--- config.mk ---
export PLATFORM = sky130hd
export DESIGN_NAME = cms_status_mapper
export DESIGN_NICKNAME = d
export VERILOG_FILES = /design/src/shared/cms_pkg.sv /design/src/rtl/cms_axil_slave.sv /design/src/rtl/cms_status_mapper.sv
export VERILOG_INCLUDE_DIRS = /design/src /design/src/shared
export SDC_FILE = /design/constraint.sdc
export NUM_CORES = 1
export LEC_CHECK = 0
export ABC_AREA = 0
export BUFFER_PORTS_ARGS = -buffer_cell sky130_fd_sc_hd__buf_2
export CORE_ASPECT_RATIO = 1.4
export CORE_MARGIN = 2
export CORE_UTILIZATION = 25
export CTS_CLUSTER_DIAMETER = 200
export DETAILED_ROUTE_END_ITERATION = 8
export GPL_TIMING_DRIVEN = 0
export HOLD_SLACK_MARGIN = 0.03
export SYNTH_ARGS = -nofsm -noshare
export SYNTH_HDL_FRONTEND = slang
export SYNTH_SLANG_ARGS = --single-unit
--- constraint.sdc ---
create_clock -name core_clk -period 21.8 [get_ports core_clk]
set_clock_uncertainty 0.1 [all_clocks]
set_input_delay 4.36 -clock core_clk [delete_from_list [all_inputs] [get_ports core_clk]]
set_output_delay 4.36 -clock core_clk [all_outputs]
set_load 0.01 [all_outputs]
--- src/shared/cms_defs.svh ---
// constants of the configuration status mapper: offsets, fields, resets
// assumes inclusion by bare name from the package; the rtl files use its macros without including it
`ifndef CMS_DEFS_SVH
`define CMS_DEFS_SVH

// ============================================================
// register offsets (byte addresses)
`define CMS_ADDR_W        8
`define CMS_CTRL_OFS      8'h00
`define CMS_STAT_OFS      8'h04
`define CMS_ISR_OFS       8'h08
`define CMS_IMR_OFS       8'h0c
`define CMS_VEC0_OFS      8'h10
`define CMS_VEC1_OFS      8'h14
`define CMS_VEC2_OFS      8'h18
`define CMS_VEC3_OFS      8'h1c

// ============================================================
// register fields and reset values
`define CMS_CTRL_EN_BIT   0
`define CMS_CTRL_CLR_BIT  1
`define CMS_CTRL_RST      32'h0000_0001
`define CMS_IMR_RST       3'h0
`define CMS_IRQ_W         3
`define CMS_IRQ_UPD_BIT   0
`define CMS_IRQ_ERR_BIT   1
`define CMS_IRQ_DLL_BIT   2
`define CMS_RESP_OKAY     2'h0
`define CMS_RESP_SLVERR   2'h2

// ============================================================
// status vector layout
`define CMS_VEC_W         123
`define CMS_F0_W          53
`define CMS_FN_W          10
`define CMS_FN_BASE       53
`define CMS_FN_COUNT      7
`define CMS_F0_DEV_MSB    52
`define CMS_F0_DEV_LSB    49
`define CMS_F0_DLL_BIT    48
`define CMS_F0_CMD_BIT    47
`define CMS_F0_LINK_MSB   46
`define CMS_F0_LINK_LSB   31
`define CMS_LINK_UNDEF    10
`define CMS_F0_DEEMP_BIT  30
`define CMS_F0_PRI_MSB    29
`define CMS_F0_PRI_LSB    25
`define CMS_F0_MPE_BIT    24
`define CMS_F0_ROOT_MSB   23
`define CMS_F0_ROOT_LSB   6
`define CMS_F0_SEC_MSB    5
`define CMS_F0_SEC_LSB    1
`define CMS_F0_MPE2_BIT   0

// ============================================================
// timing: at most one strobe toggle per this many core clocks
`define CMS_UPDATE_PERIOD 8
`define CMS_CNT_W         3

`endif

--- src/shared/cms_pkg.sv ---
// types of the configuration status mapper
// assumes cms_defs.svh is on the include path
`include "cms_defs.svh"

package cms_pkg;

	// ============================================================
	// function 0 configuration fields
	typedef struct packed {
		logic [3:0]  devStatus;
		logic        dllStateChanged;
		logic        cmdCompleted;
		logic [15:0] linkStatus;
		logic        deEmphasis;
		logic [4:0]  primaryErr;
		logic        masterParityErr;
		logic [17:0] rootStatus;
		logic [4:0]  secondaryErr;
	} cms_func0_t;

	// ============================================================
	// functions 1 to 7 configuration fields
	typedef struct packed {
		logic [3:0] devStatus;
		logic [4:0] linkStatusHigh;
		logic       masterParityErr;
	} cms_funcn_t;

	// ============================================================
	// register access between bus slave and register file
	typedef struct packed {
		logic [`CMS_ADDR_W-1:0] addr;
		logic [31:0]            data;
		logic [3:0]             strb;
	} cms_regwr_t;

endpackage

--- src/rtl/cms_axil_slave.sv ---
// axi4-lite slave front end: one write and one read under way at a time
// assumes the register file decodes the address in the same cycle
module cms_axil_slave
	import cms_pkg::*;
(
	// clock and reset
	input  wire logic                   core_clk,
	input  wire logic                   reset,
	// axi4-lite
	input  wire logic [`CMS_ADDR_W-1:0] s_axi_awaddr,
	input  wire logic                   s_axi_awvalid,
	output      logic                   s_axi_awready,
	input  wire logic [31:0]            s_axi_wdata,
	input  wire logic [3:0]             s_axi_wstrb,
	input  wire logic                   s_axi_wvalid,
	output      logic                   s_axi_wready,
	output      logic [1:0]             s_axi_bresp,
	output      logic                   s_axi_bvalid,
	input  wire logic                   s_axi_bready,
	input  wire logic [`CMS_ADDR_W-1:0] s_axi_araddr,
	input  wire logic                   s_axi_arvalid,
	output      logic                   s_axi_arready,
	output      logic [31:0]            s_axi_rdata,
	output      logic [1:0]             s_axi_rresp,
	output      logic                   s_axi_rvalid,
	input  wire logic                   s_axi_rready,
	// register file side
	output      logic                   regWrite,
	output      cms_regwr_t             regWr,
	input  wire logic                   regWrOk,
	output      logic [`CMS_ADDR_W-1:0] regRaddr,
	input  wire logic [31:0]            regRdata,
	input  wire logic                   regRdOk
);

	logic awHeld;
	logic wHeld;
	logic awTake;
	logic wTake;
	logic arTake;

	assign s_axi_awready = !awHeld && !s_axi_bvalid;
	assign s_axi_wready  = !wHeld && !s_axi_bvalid;
	assign s_axi_arready = !s_axi_rvalid;
	assign awTake        = s_axi_awvalid && s_axi_awready;
	assign wTake         = s_axi_wvalid && s_axi_wready;
	assign arTake        = s_axi_arvalid && s_axi_arready;
	assign regWrite      = awHeld && wHeld && !s_axi_bvalid;
	assign regRaddr      = s_axi_araddr;

	// ============================================================
	// write address and data, taken in either order
	always_ff @(posedge core_clk or posedge reset) begin
		if (reset) begin
			awHeld     <= 1'b0;
			wHeld      <= 1'b0;
			regWr      <= '0;
		end else begin
			if (awTake) begin
				awHeld     <= 1'b1;
				regWr.addr <= s_axi_awaddr;
			end
			if (wTake) begin
				wHeld      <= 1'b1;
				regWr.data <= s_axi_wdata;
				regWr.strb <= s_axi_wstrb;
			end
			if (regWrite) begin
				awHeld     <= 1'b0;
				wHeld      <= 1'b0;
			end
		end
	end

	// ============================================================
	// write response
	always_ff @(posedge core_clk or posedge reset) begin
		if (reset) begin
			s_axi_bvalid <= 1'b0;
			s_axi_bresp  <= `CMS_RESP_OKAY;
		end else if (regWrite) begin
			s_axi_bvalid <= 1'b1;
			s_axi_bresp  <= regWrOk ? `CMS_RESP_OKAY : `CMS_RESP_SLVERR;
		end else if (s_axi_bready) begin
			s_axi_bvalid <= 1'b0;
		end
	end

	// ============================================================
	// read data, one cycle after the address is taken
	always_ff @(posedge core_clk or posedge reset) begin
		if (reset) begin
			s_axi_rvalid <= 1'b0;
			s_axi_rdata  <= '0;
			s_axi_rresp  <= `CMS_RESP_OKAY;
		end else if (arTake) begin
			s_axi_rvalid <= 1'b1;
			s_axi_rdata  <= regRdata;
			s_axi_rresp  <= regRdOk ? `CMS_RESP_OKAY : `CMS_RESP_SLVERR;
		end else if (s_axi_rready) begin
			s_axi_rvalid <= 1'b0;
		end
	end

endmodule // cms_axil_slave

--- src/rtl/cms_status_mapper.sv ---
// configuration status mapper: packs per-function status onto one vector
// assumes field inputs come from logic on core_clk; axi4-lite registers
module cms_status_mapper
	import cms_pkg::*;
(
	// clock and reset
	input  wire logic                   core_clk,
	input  wire logic                   reset,
	// axi4-lite register bus
	input  wire logic [`CMS_ADDR_W-1:0] s_axi_awaddr,
	input  wire logic                   s_axi_awvalid,
	output      logic                   s_axi_awready,
	input  wire logic [31:0]            s_axi_wdata,
	input  wire logic [3:0]             s_axi_wstrb,
	input  wire logic                   s_axi_wvalid,
	output      logic                   s_axi_wready,
	output      logic [1:0]             s_axi_bresp,
	output      logic                   s_axi_bvalid,
	input  wire logic                   s_axi_bready,
	input  wire logic [`CMS_ADDR_W-1:0] s_axi_araddr,
	input  wire logic                   s_axi_arvalid,
	output      logic                   s_axi_arready,
	output      logic [31:0]            s_axi_rdata,
	output      logic [1:0]             s_axi_rresp,
	output      logic                   s_axi_rvalid,
	input  wire logic                   s_axi_rready,
	// configuration space fields
	input  wire cms_func0_t             funcZero,
	input  wire cms_funcn_t [7:1]       funcOther,
	// toward application logic
	output      logic [`CMS_VEC_W-1:0]  config_status_vector,
	output      logic                   status_update_strobe,
	// interrupt
	output      logic                   irq
);

	// ============================================================
	// helpers
	function automatic logic [`CMS_FN_W-1:0] packSlice(cms_funcn_t f);
		packSlice = {f.devStatus, f.linkStatusHigh, f.masterParityErr};
	endfunction

	function automatic logic [31:0] applyStrobe(
		logic [31:0] oldVal,
		logic [31:0] newVal,
		logic [3:0]  strb
	);
		logic [31:0] res;
		res = oldVal;
		for (int b = 0; b < 4; b++) begin
			if (strb[b]) begin
				res[b*8 +: 8] = newVal[b*8 +: 8];
			end
		end
		applyStrobe = res;
	endfunction

	// ============================================================
	// function 0 field wiring
	logic [`CMS_F0_W-1:0]  zeroSlice;
	logic [15:0]           linkField;
	logic [5:0]            linkWidth;
	logic [3:0]            linkSpeed;
	logic [4:0]            linkHigh;
	logic [`CMS_VEC_W-1:0] packed_vec;

	assign linkHigh  = funcZero.linkStatus[15:11];
	assign linkWidth = funcZero.linkStatus[9:4];
	assign linkSpeed = funcZero.linkStatus[3:0];
	assign linkField = {linkHigh, 1'b0, linkWidth, linkSpeed};

	assign zeroSlice[`CMS_F0_DEV_MSB:`CMS_F0_DEV_LSB] =
		funcZero.devStatus;
	assign zeroSlice[`CMS_F0_DLL_BIT] =
		funcZero.dllStateChanged;
	assign zeroSlice[`CMS_F0_CMD_BIT] =
		funcZero.cmdCompleted;
	assign zeroSlice[`CMS_F0_LINK_MSB:`CMS_F0_LINK_LSB] =
		linkField;
	assign zeroSlice[`CMS_F0_DEEMP_BIT] =
		funcZero.deEmphasis;
	assign zeroSlice[`CMS_F0_PRI_MSB:`CMS_F0_PRI_LSB] =
		funcZero.primaryErr;
	assign zeroSlice[`CMS_F0_MPE_BIT] =
		funcZero.masterParityErr;
	assign zeroSlice[`CMS_F0_ROOT_MSB:`CMS_F0_ROOT_LSB] =
		funcZero.rootStatus;
	assign zeroSlice[`CMS_F0_SEC_MSB:`CMS_F0_SEC_LSB] =
		funcZero.secondaryErr;
	assign zeroSlice[`CMS_F0_MPE2_BIT] =
		funcZero.masterParityErr;

	// ============================================================
	// full vector: function 0 low, then one slice per function
	assign packed_vec[`CMS_F0_W-1:0] = zeroSlice;

	for (genvar g = 1; g <= `CMS_FN_COUNT; g++) begin : gSlice
		// slice layout: device status, link high, parity error
		assign packed_vec[`CMS_FN_BASE + (g-1)*`CMS_FN_W +: `CMS_FN_W] =
			packSlice(funcOther[g]);
	end

	// ============================================================
	// update pacing
	logic [`CMS_CNT_W-1:0] paceCount;
	logic                  paceTick;
	logic                  vecDiffers;
	logic                  doUpdate;
	logic                  updEnable;

	assign paceTick   = (paceCount == `CMS_CNT_W'(`CMS_UPDATE_PERIOD - 1));
	assign vecDiffers = (packed_vec != config_status_vector);
	assign doUpdate   = paceTick && vecDiffers && updEnable;

	always_ff @(posedge core_clk or posedge reset) begin
		if (reset) begin
			paceCount <= '0;
		end else begin
			paceCount <= paceCount + `CMS_CNT_W'(1);
		end
	end

	// ============================================================
	// status vector and strobe
	always_ff @(posedge core_clk or posedge reset) begin
		if (reset) begin
			config_status_vector <= '0;
			status_update_strobe <= 1'b0;
		end else if (doUpdate) begin
			config_status_vector <= packed_vec;
			status_update_strobe <= !status_update_strobe;
		end
	end

	// ============================================================
	// events seen on each applied update
	logic [3:0]            oldDevErr;
	logic [3:0]            newDevErr;
	logic                  errRise;
	logic                  dllRise;
	logic [`CMS_IRQ_W-1:0] events;

	assign oldDevErr = config_status_vector[`CMS_F0_DEV_MSB:`CMS_F0_DEV_LSB];
	assign newDevErr = packed_vec[`CMS_F0_DEV_MSB:`CMS_F0_DEV_LSB];
	assign errRise   = doUpdate && |(newDevErr & ~oldDevErr);
	assign dllRise   = doUpdate && packed_vec[`CMS_F0_DLL_BIT] &&
		!config_status_vector[`CMS_F0_DLL_BIT];
	assign events    = {dllRise, errRise, doUpdate};

	// ============================================================
	// register bus front end
	logic                   regWrite;
	cms_regwr_t             regWr;
	logic                   regWrOk;
	logic [`CMS_ADDR_W-1:0] regRaddr;
	logic [31:0]            regRdata;
	logic                   regRdOk;

	cms_axil_slave u_slave (
		.core_clk      (core_clk),
		.reset         (reset),
		.s_axi_awaddr  (s_axi_awaddr),
		.s_axi_awvalid (s_axi_awvalid),
		.s_axi_awready (s_axi_awready),
		.s_axi_wdata   (s_axi_wdata),
		.s_axi_wstrb   (s_axi_wstrb),
		.s_axi_wvalid  (s_axi_wvalid),
		.s_axi_wready  (s_axi_wready),
		.s_axi_bresp   (s_axi_bresp),
		.s_axi_bvalid  (s_axi_bvalid),
		.s_axi_bready  (s_axi_bready),
		.s_axi_araddr  (s_axi_araddr),
		.s_axi_arvalid (s_axi_arvalid),
		.s_axi_arready (s_axi_arready),
		.s_axi_rdata   (s_axi_rdata),
		.s_axi_rresp   (s_axi_rresp),
		.s_axi_rvalid  (s_axi_rvalid),
		.s_axi_rready  (s_axi_rready),
		.regWrite      (regWrite),
		.regWr         (regWr),
		.regWrOk       (regWrOk),
		.regRaddr      (regRaddr),
		.regRdata      (regRdata),
		.regRdOk       (regRdOk)
	);

	// ============================================================
	// write decode
	logic [31:0] ctrlReg;
	logic [`CMS_IRQ_W-1:0] intStatus;
	logic [`CMS_IRQ_W-1:0] intMask;
	logic [15:0] updCount;
	logic [31:0] wrMerged;
	logic [31:0] ctrlMerged;
	logic        wrCtrl;
	logic        wrIsr;
	logic        wrImr;
	logic        wrReadOnly;
	logic        clearCount;
	logic [`CMS_IRQ_W-1:0] isrClear;
	logic [`CMS_IRQ_W-1:0] next_intStatus;

	assign wrMerged   = applyStrobe(32'h0000_0000, regWr.data, regWr.strb);
	assign ctrlMerged = applyStrobe(ctrlReg, regWr.data, regWr.strb);
	assign wrCtrl     = regWrite && (regWr.addr == `CMS_CTRL_OFS);
	assign wrIsr      = regWrite && (regWr.addr == `CMS_ISR_OFS);
	assign wrImr      = regWrite && (regWr.addr == `CMS_IMR_OFS);
	assign wrReadOnly = (regWr.addr == `CMS_STAT_OFS) ||
		(regWr.addr == `CMS_VEC0_OFS) || (regWr.addr == `CMS_VEC1_OFS) ||
		(regWr.addr == `CMS_VEC2_OFS) || (regWr.addr == `CMS_VEC3_OFS);
	assign regWrOk    = (regWr.addr == `CMS_CTRL_OFS) ||
		(regWr.addr == `CMS_ISR_OFS) || (regWr.addr == `CMS_IMR_OFS) ||
		wrReadOnly;
	assign updEnable  = ctrlReg[`CMS_CTRL_EN_BIT];
	assign clearCount = wrCtrl && ctrlMerged[`CMS_CTRL_CLR_BIT];
	assign isrClear   = wrIsr ? wrMerged[`CMS_IRQ_W-1:0] : '0;
	// a new event wins over a clear in the same cycle
	assign next_intStatus = (intStatus & ~isrClear) | events;

	// ============================================================
	// control, interrupt and counter registers
	always_ff @(posedge core_clk or posedge reset) begin
		if (reset) begin
			ctrlReg <= `CMS_CTRL_RST;
		end else if (wrCtrl) begin
			ctrlReg <= {30'h0, 1'b0, ctrlMerged[`CMS_CTRL_EN_BIT]};
		end
	end

	always_ff @(posedge core_clk or posedge reset) begin
		if (reset) begin
			intStatus <= '0;
			intMask   <= `CMS_IMR_RST;
		end else begin
			intStatus <= next_intStatus;
			if (wrImr) begin
				intMask <= wrMerged[`CMS_IRQ_W-1:0];
			end
		end
	end

	always_ff @(posedge core_clk or posedge reset) begin
		if (reset) begin
			updCount <= '0;
		end else if (clearCount) begin
			updCount <= '0;
		end else if (doUpdate) begin
			updCount <= updCount + 16'h0001;
		end
	end

	always_ff @(posedge core_clk or posedge reset) begin
		if (reset) begin
			irq <= 1'b0;
		end else begin
			irq <= |(next_intStatus & intMask);
		end
	end

	// ============================================================
	// read decode
	logic [31:0] statWord;
	logic [127:0] vecWide;

	assign statWord = {updCount, 5'h00, paceCount, 7'h00,
		status_update_strobe};
	assign vecWide  = {5'h00, config_status_vector};

	always_comb begin
		regRdOk  = 1'b1;
		regRdata = 32'h0000_0000;
		case (regRaddr)
			`CMS_CTRL_OFS: regRdata = ctrlReg;
			`CMS_STAT_OFS: regRdata = statWord;
			`CMS_ISR_OFS:  regRdata = {29'h0, intStatus};
			`CMS_IMR_OFS:  regRdata = {29'h0, intMask};
			`CMS_VEC0_OFS: regRdata = vecWide[31:0];
			`CMS_VEC1_OFS: regRdata = vecWide[63:32];
			`CMS_VEC2_OFS: regRdata = vecWide[95:64];
			`CMS_VEC3_OFS: regRdata = vecWide[127:96];
			default:       regRdOk  = 1'b0;
		endcase
	end

endmodule // cms_status_mapper

### Word-level counts from Yosys, hierarchy flattened

Index checks and enable logic that the tools add are counted.

| operators by class | value |
|---|---|
| add/subtract/negate cells | 2 |
| equality and inequality tests | 16 |
| mux-type cells | 17 |
| bitwise gates (word level) | 6 |
| reduce and logical (&&, ||, !) cells | 40 |

Operators with widths:

| operator | number |
|---|---|
| $pmux W32 S8 | 1 |
| $ne A122 B122 Y1 | 1 |
| $eq A8 B5 Y1 const B | 8 |
| $eq A8 B4 Y1 const B | 4 |
| $mux W16 | 2 |
| $add A16 B1 Y16 const B | 1 |
| $eq A8 B3 Y1 const B | 2 |
| $logic_and A1 B1 Y1 | 16 |
| $logic_not A8 Y1 | 2 |
| $reduce_bool A2 Y1 | 5 |
| $mux W1 | 9 |
| $reduce_or A8 Y1 | 1 |
| $logic_or A1 B1 Y1 | 7 |
| $and A3 B3 Y3 | 2 |
| $logic_not A1 Y1 | 6 |
| $mux W2 | 3 |
| $mux W3 | 2 |
| $and A4 B4 Y4 | 1 |
| $not A4 Y4 | 1 |
| $reduce_or A4 Y1 | 1 |
| $add A3 B1 Y3 const B | 1 |
| $eq A3 B3 Y1 const B | 1 |
| $not A3 Y3 | 1 |
| $or A3 B3 Y3 | 1 |
| other kinds (2) | 2 |

| word-level totals | value |
|---|---|
| flip-flop bits (word level) | 202 |
| output and inout port bits | 166 |

### Longest topological paths before layout

| logic depth | value |
|---|---|
| word-level depth | 9 |
| depth in mapped cells | 10 |
| gate-level depth less buffers | 8 |

### Hierarchy

A second synthesis with hierarchy kept.

| second synthesis, totals | value |
|---|---|
| cell total of the unflattened synthesis | 899 |
| area total of the unflattened synthesis | 11,343.4 um^2 |

By module, submodules not included:

| module | times used | cells an instance | area each (um^2) | seq. area each (um^2) |
|---|---|---|---|---|
| cms_status_mapper | 1 | 701 | 8,010.2 | 3,729.8 |
| cms_axil_slave | 1 | 198 | 3,333.2 | 2,052.0 |

### Least setup slack after synthesis

No wires, ideal clock.

| path | value |
|---|---|
| path type | input port to flip-flop |
| start | input port funcZero[51] (netlist name) |
| end | register config_status_vector[10] |
| arrival | 5.930 ns |
| data required time | 21.572 ns |
| path slack | 15.643 ns |
| stages on the path | 8 |
| buffers on the path | 2 |
| cells stage by stage | ha_1 > nand4_1 > nor4_1 > and4_1 > a21oi_2 > buf_2 > buf_2 > mux2_1 |

| between the ends | value |
|---|---|
| word-level cells in the longest chain between the ends | 3 |

RTL lines:

| element | line | text |
|---|---|---|
| start: declaration | cms_status_mapper.sv:28 | `input wire cms_func0_t funcZero,` |
| $ne A122 B122 Y1 | cms_status_mapper.sv:112 | `assign vecDiffers = (packed_vec != config_status_vector);` |
| $logic_and A1 B1 Y1 (2 in series) | cms_status_mapper.sv:113 | `assign doUpdate = paceTick && vecDiffers && updEnable;` |
| end signal: assignment | cms_status_mapper.sv:130 | `config_status_vector <= packed_vec;` |
| end: declaration | cms_status_mapper.sv:31 | `` output logic [`CMS_VEC_W-1:0] config_status_vector, `` |

No other way between the ends.
A chain may end at the register's enable or synchronous reset.

### Worst setup path after layout

| path | value |
|---|---|
| start | input port s_axi_araddr[5] |
| end | register u_slave.s_axi_rdata[12] |

| between the ends | value |
|---|---|
| word-level cells in the longest chain between the ends | 2 |

RTL lines:

| element | line | text |
|---|---|---|
| start: declaration | cms_status_mapper.sv:20 | `` input wire logic [`CMS_ADDR_W-1:0] s_axi_araddr, `` |
| $eq A8 B5 Y1, or another cell as far along | cms_status_mapper.sv:272 | `case (regRaddr)` |
| $pmux W32 S8 (*) | cms_status_mapper.sv:272 |  |
| end signal: assignment | cms_axil_slave.sv:98 | `s_axi_rdata <= regRdata;` |
| end: declaration | cms_axil_slave.sv:23 | `output logic [31:0] s_axi_rdata,` |

Mark *: on every way between the ends. The rest lies on a longest branch, timed or not.

==> impl_metrics.py <==
metrics = {
    "finish": {
        "final_common_cell": "buf_2",
        "area_delta_synth_final_pct": 28.8,
        "drive_gt1_frac": 0.337,
        "regArea_um2": 4980,
        "fill_cells": 4085,
        "nets": 1367,
        "design_area_um2": 12800,
        "layout.cells.non_filler": 1724,
        "multi_input_area_um2": 4690,
        "fin_util": 0.325,
        "final_cell_mix": "325 x buf_2, 198 x dfrtp_1, 118 x xnor2_1",
    },
    "floorplan": {
        "start_util": 0.252,
        "die_w_um": 172,
        "core_area_um2": 39300,
        "num_rows": 86,
        "die-area_um2": 41300,
        "die_y_um": 240,
        "pin_count": 347,
    },
    "timing": {
        "setup_tns_ps": 0,
        "final.setup.worst_slack_ps": 14600,
        "finalHoldViolations": 0,
        "rsz0062_at_grt": "no",
        "fin_crit_sh": 0.330,
        "setup_violations": 0,
        "slew_violations": 0,
        "fmaxAchievable_mhz": 139,
        "slew_headroom": 0.238,
        "holdWs_ps": 382,
        "timing.final.crit_period_ps": 7200,
        "tightest_slew_ps": 1140,
    },
    "synth": {
        "synth_flop_cell": "dfrtp_1",
        "ys_seq_elements": 199,
        "yosysWarnings": 0,
        "async_flop_share": 1.00,
        "netlist_instances": 847,
        "postSynthAreaPerCell_um2": 11.7,
        "ys_types": 57,
        "synth_edf_count": 0,
        "synth_area_um2": 9910,
        "synth_seq_area_share": 0.503,
    },
    "place": {
        "place.gp.congestion": 0.896,
        "io_buffer_count": 310,
        "dp_hpwl_mm": 34.7,
        "dp.cells": 1688,
        "place_area_um2": 12200,
        "dp_slack_ps": 14220,
    },
    "grt": {
        "grt_overflow": 0,
        "antenna_found_initial": 8,
        "grt_pass1_wl_mm": 61.4,
        "grt_pass1_vias": 8720,
        "grt_max_degree": 115,
        "grt.total_usage": 0.215,
    },
    "critical_path": {
        "critPathSlowestCell": "clkbuf_1",
        "r2r-start": "config_status_vector[36]$_DFFE_PP0P_",
        "reg2reg_depth": 8,
        "max_stage_delay_ps": 880,
        "cp_max_fo": 10,
        "critical-path-top-delay-family": "simple AND/OR/NAND/NOR gates",
        "r2r_slack_ps": 18480,
        "critical_path_depth": 8,
        "required_ps": 22080,
        "end_kind": "flip-flop",
        "cp-start-kind": "input pin",
        "path_class": "input pin to flip-flop",
        "cp-endpoint": "u_slave.s_axi_rdata[12]$_DFFE_PP0P_",
        "arrival_ps": 7480,
        "crit_buf_inv": 2,
        "cp_cell_sequence": "buf_2 > nor3_1 > and2_1 > nand2_1 > nor2_1 > clkbuf_1 > a22oi_1 > a31oi_1",
        "timing.rr.end": "config_status_vector[3]$_DFFE_PP0P_",
        "crit_start": "s_axi_araddr[5]",
    },
    "run": {
        "maxCapViolCount": 0,
    },
    "clock_tree": {
        "root_buffer": "clkbuf_16",
        "path_clk_slew_ps": 80,
        "cts_resized": 0,
        "cts_max_path_buffers": 2,
        "cts_tree": "yes",
        "cts_hold_buf": 0,
        "htreeDepth": 4,
        "clock_latency_ps": 470,
        "postCtsSetupBuffers": 0,
        "numCtsBuffers": 17,
        "cts_num_sinks": 199,
    },
    "power": {
        "p_per_area_nw_per_um2": 102,
        "leakagePower_nw": 5.39,
        "total_power_mw": 1.30,
        "vdd.ir_drop.worst_mv": 0.0593,
    },
    "hold_path": {
        "holdPathStages": 2,
        "hold_class": "flip-flop to flip-flop",
    },
    "route": {
        "drc": 0,
        "routedWlPerCell_um": 25.6,
        "ant_nets": 0,
        "vias": 8658,
        "routed_via_density": 5.02,
        "drt_iter0_markers": 676,
        "firstDrtPassIters": 5,
        "wl_mm": 44.1,
    },
    "outcome": {
        "status": "complete, no violations",
    },
}
-- cell type report --
| type | count | area share |
|---|---|---|
| Sequential cell | 199 | 0.390 |
| Multi-Input combinational cell | 594 | 0.368 |
| Timing Repair Buffer | 311 | 0.124 |
| Tap cell | 528 | 0.0518 |
| Clock buffer | 20 | 0.0358 |
| Buffer | 43 | 0.0153 |
| Clock inverter | 12 | 0.0104 |
| Inverter | 13 | 0.00441 |
| Antenna cell | 4 | 0.000784 |
-- state kept, by name, indices dropped and copies added (netlist names) --
register / cells
ctrlReg: 1
status_update_strobe: 1
u_slave.regWr: 12
irq: 1
u_slave.wHeld: 1
u_slave.s_axi_bresp: 1
paceCount: 3
u_slave.awHeld: 1
u_slave.s_axi_bvalid: 1
updCount: 16
intStatus: 3
u_slave.s_axi_rdata: 32
u_slave.s_axi_rvalid: 1
u_slave.s_axi_rresp: 1
config_status_vector: 121
intMask: 3
-- metal layers --
layer,track usage,vias up,share of wire
met2,0.364,423,0.49
met4,0.109,8,0.050
met1,0.249,4354,0.38
li1,-,3784,-
met3,0.0555,89,0.076
met5,0,-,0.0012
-- power breakdown --
group          leakage [nW]  internal, mW  total (mW)  switching, mW
clock network         0.285         0.168       0.331          0.163
registers              2.33         0.462       0.580          0.118
logic                  2.77         0.178       0.391          0.213
total                  5.39         0.808        1.30          0.495
-- worst register-to-register path, stage by stage, from the launching register on --
cell and delay (ps):
dfrtp_1 420, xnor2_1 380, nand4_1 290, nor4_1 640, and4_1 410, a21oi_2 130
buf_2 180, buf_2 300, mux2_1 380
-- cells in the mapped netlist (all sizes together), types with 2 or more instances --
library cell,instances,area share
mux2,130,0.15
o2111ai,3,0.0027
a222oi,13,0.013
nand2,34,0.013
a211oi,2,0.0015
a31o,2,0.0018
xnor2,118,0.10
ha,7,0.0088
o21ai,18,0.0091
nand4,44,0.028
xor2,7,0.0062
a21oi,4,0.0024
inv,13,0.0049
a22oi,48,0.036
o211ai,2,0.0015
nand3,7,0.0035
clkbuf,23,0.0087
nor2b,4,0.0025
a21o,3,0.0023
mux2i,5,0.0051
a32oi,2,0.0018
nor3b,2,0.0020
dfrtp,198,0.50
a221oi,3,0.0027
nor2,53,0.020
and4,3,0.0027
a31oi,31,0.020
o21a,2,0.0015
and3,4,0.0025
or4,3,0.0027
nor4,12,0.0091
buf,20,0.011
and2,6,0.0038
nand2b,4,0.0025
nor3,5,0.0025
-- kinds of logic after synthesis --
family,Yosys count,synth area share
flops,199,0.503
compound gates,137,0.100
mux,135,0.153
fa+ha+maj,7,0.00884
buf+inv,56,0.0246
other cells,1,0.000378
simple gates,187,0.100
xor+xnor,125,0.110
-- how the worst min path moves through the flow --
stage	from	end	slack [ps]
floorplan	paceCount[0]$_DFF_PP0_	paceCount[0]$_DFF_PP0_	320
global placement	u_slave.s_axi_rdata[21]$_DFFE_PP0P_	u_slave.s_axi_rdata[21]$_DFFE_PP0P_	370
detailed placement	u_slave.s_axi_rdata[1]$_DFFE_PP0P_	u_slave.s_axi_rdata[1]$_DFFE_PP0P_	370
CTS	u_slave.s_axi_rdata[1]$_DFFE_PP0P_	u_slave.s_axi_rdata[1]$_DFFE_PP0P_	390
global route	u_slave.s_axi_rresp[1]$_DFFE_PP0P_	u_slave.s_axi_rresp[1]$_DFFE_PP0P_	400
finish	u_slave.s_axi_rdata[1]$_DFFE_PP0P_	u_slave.s_axi_rdata[1]$_DFFE_PP0P_	380
No activity file was read; power rests on OpenSTA's default activity.
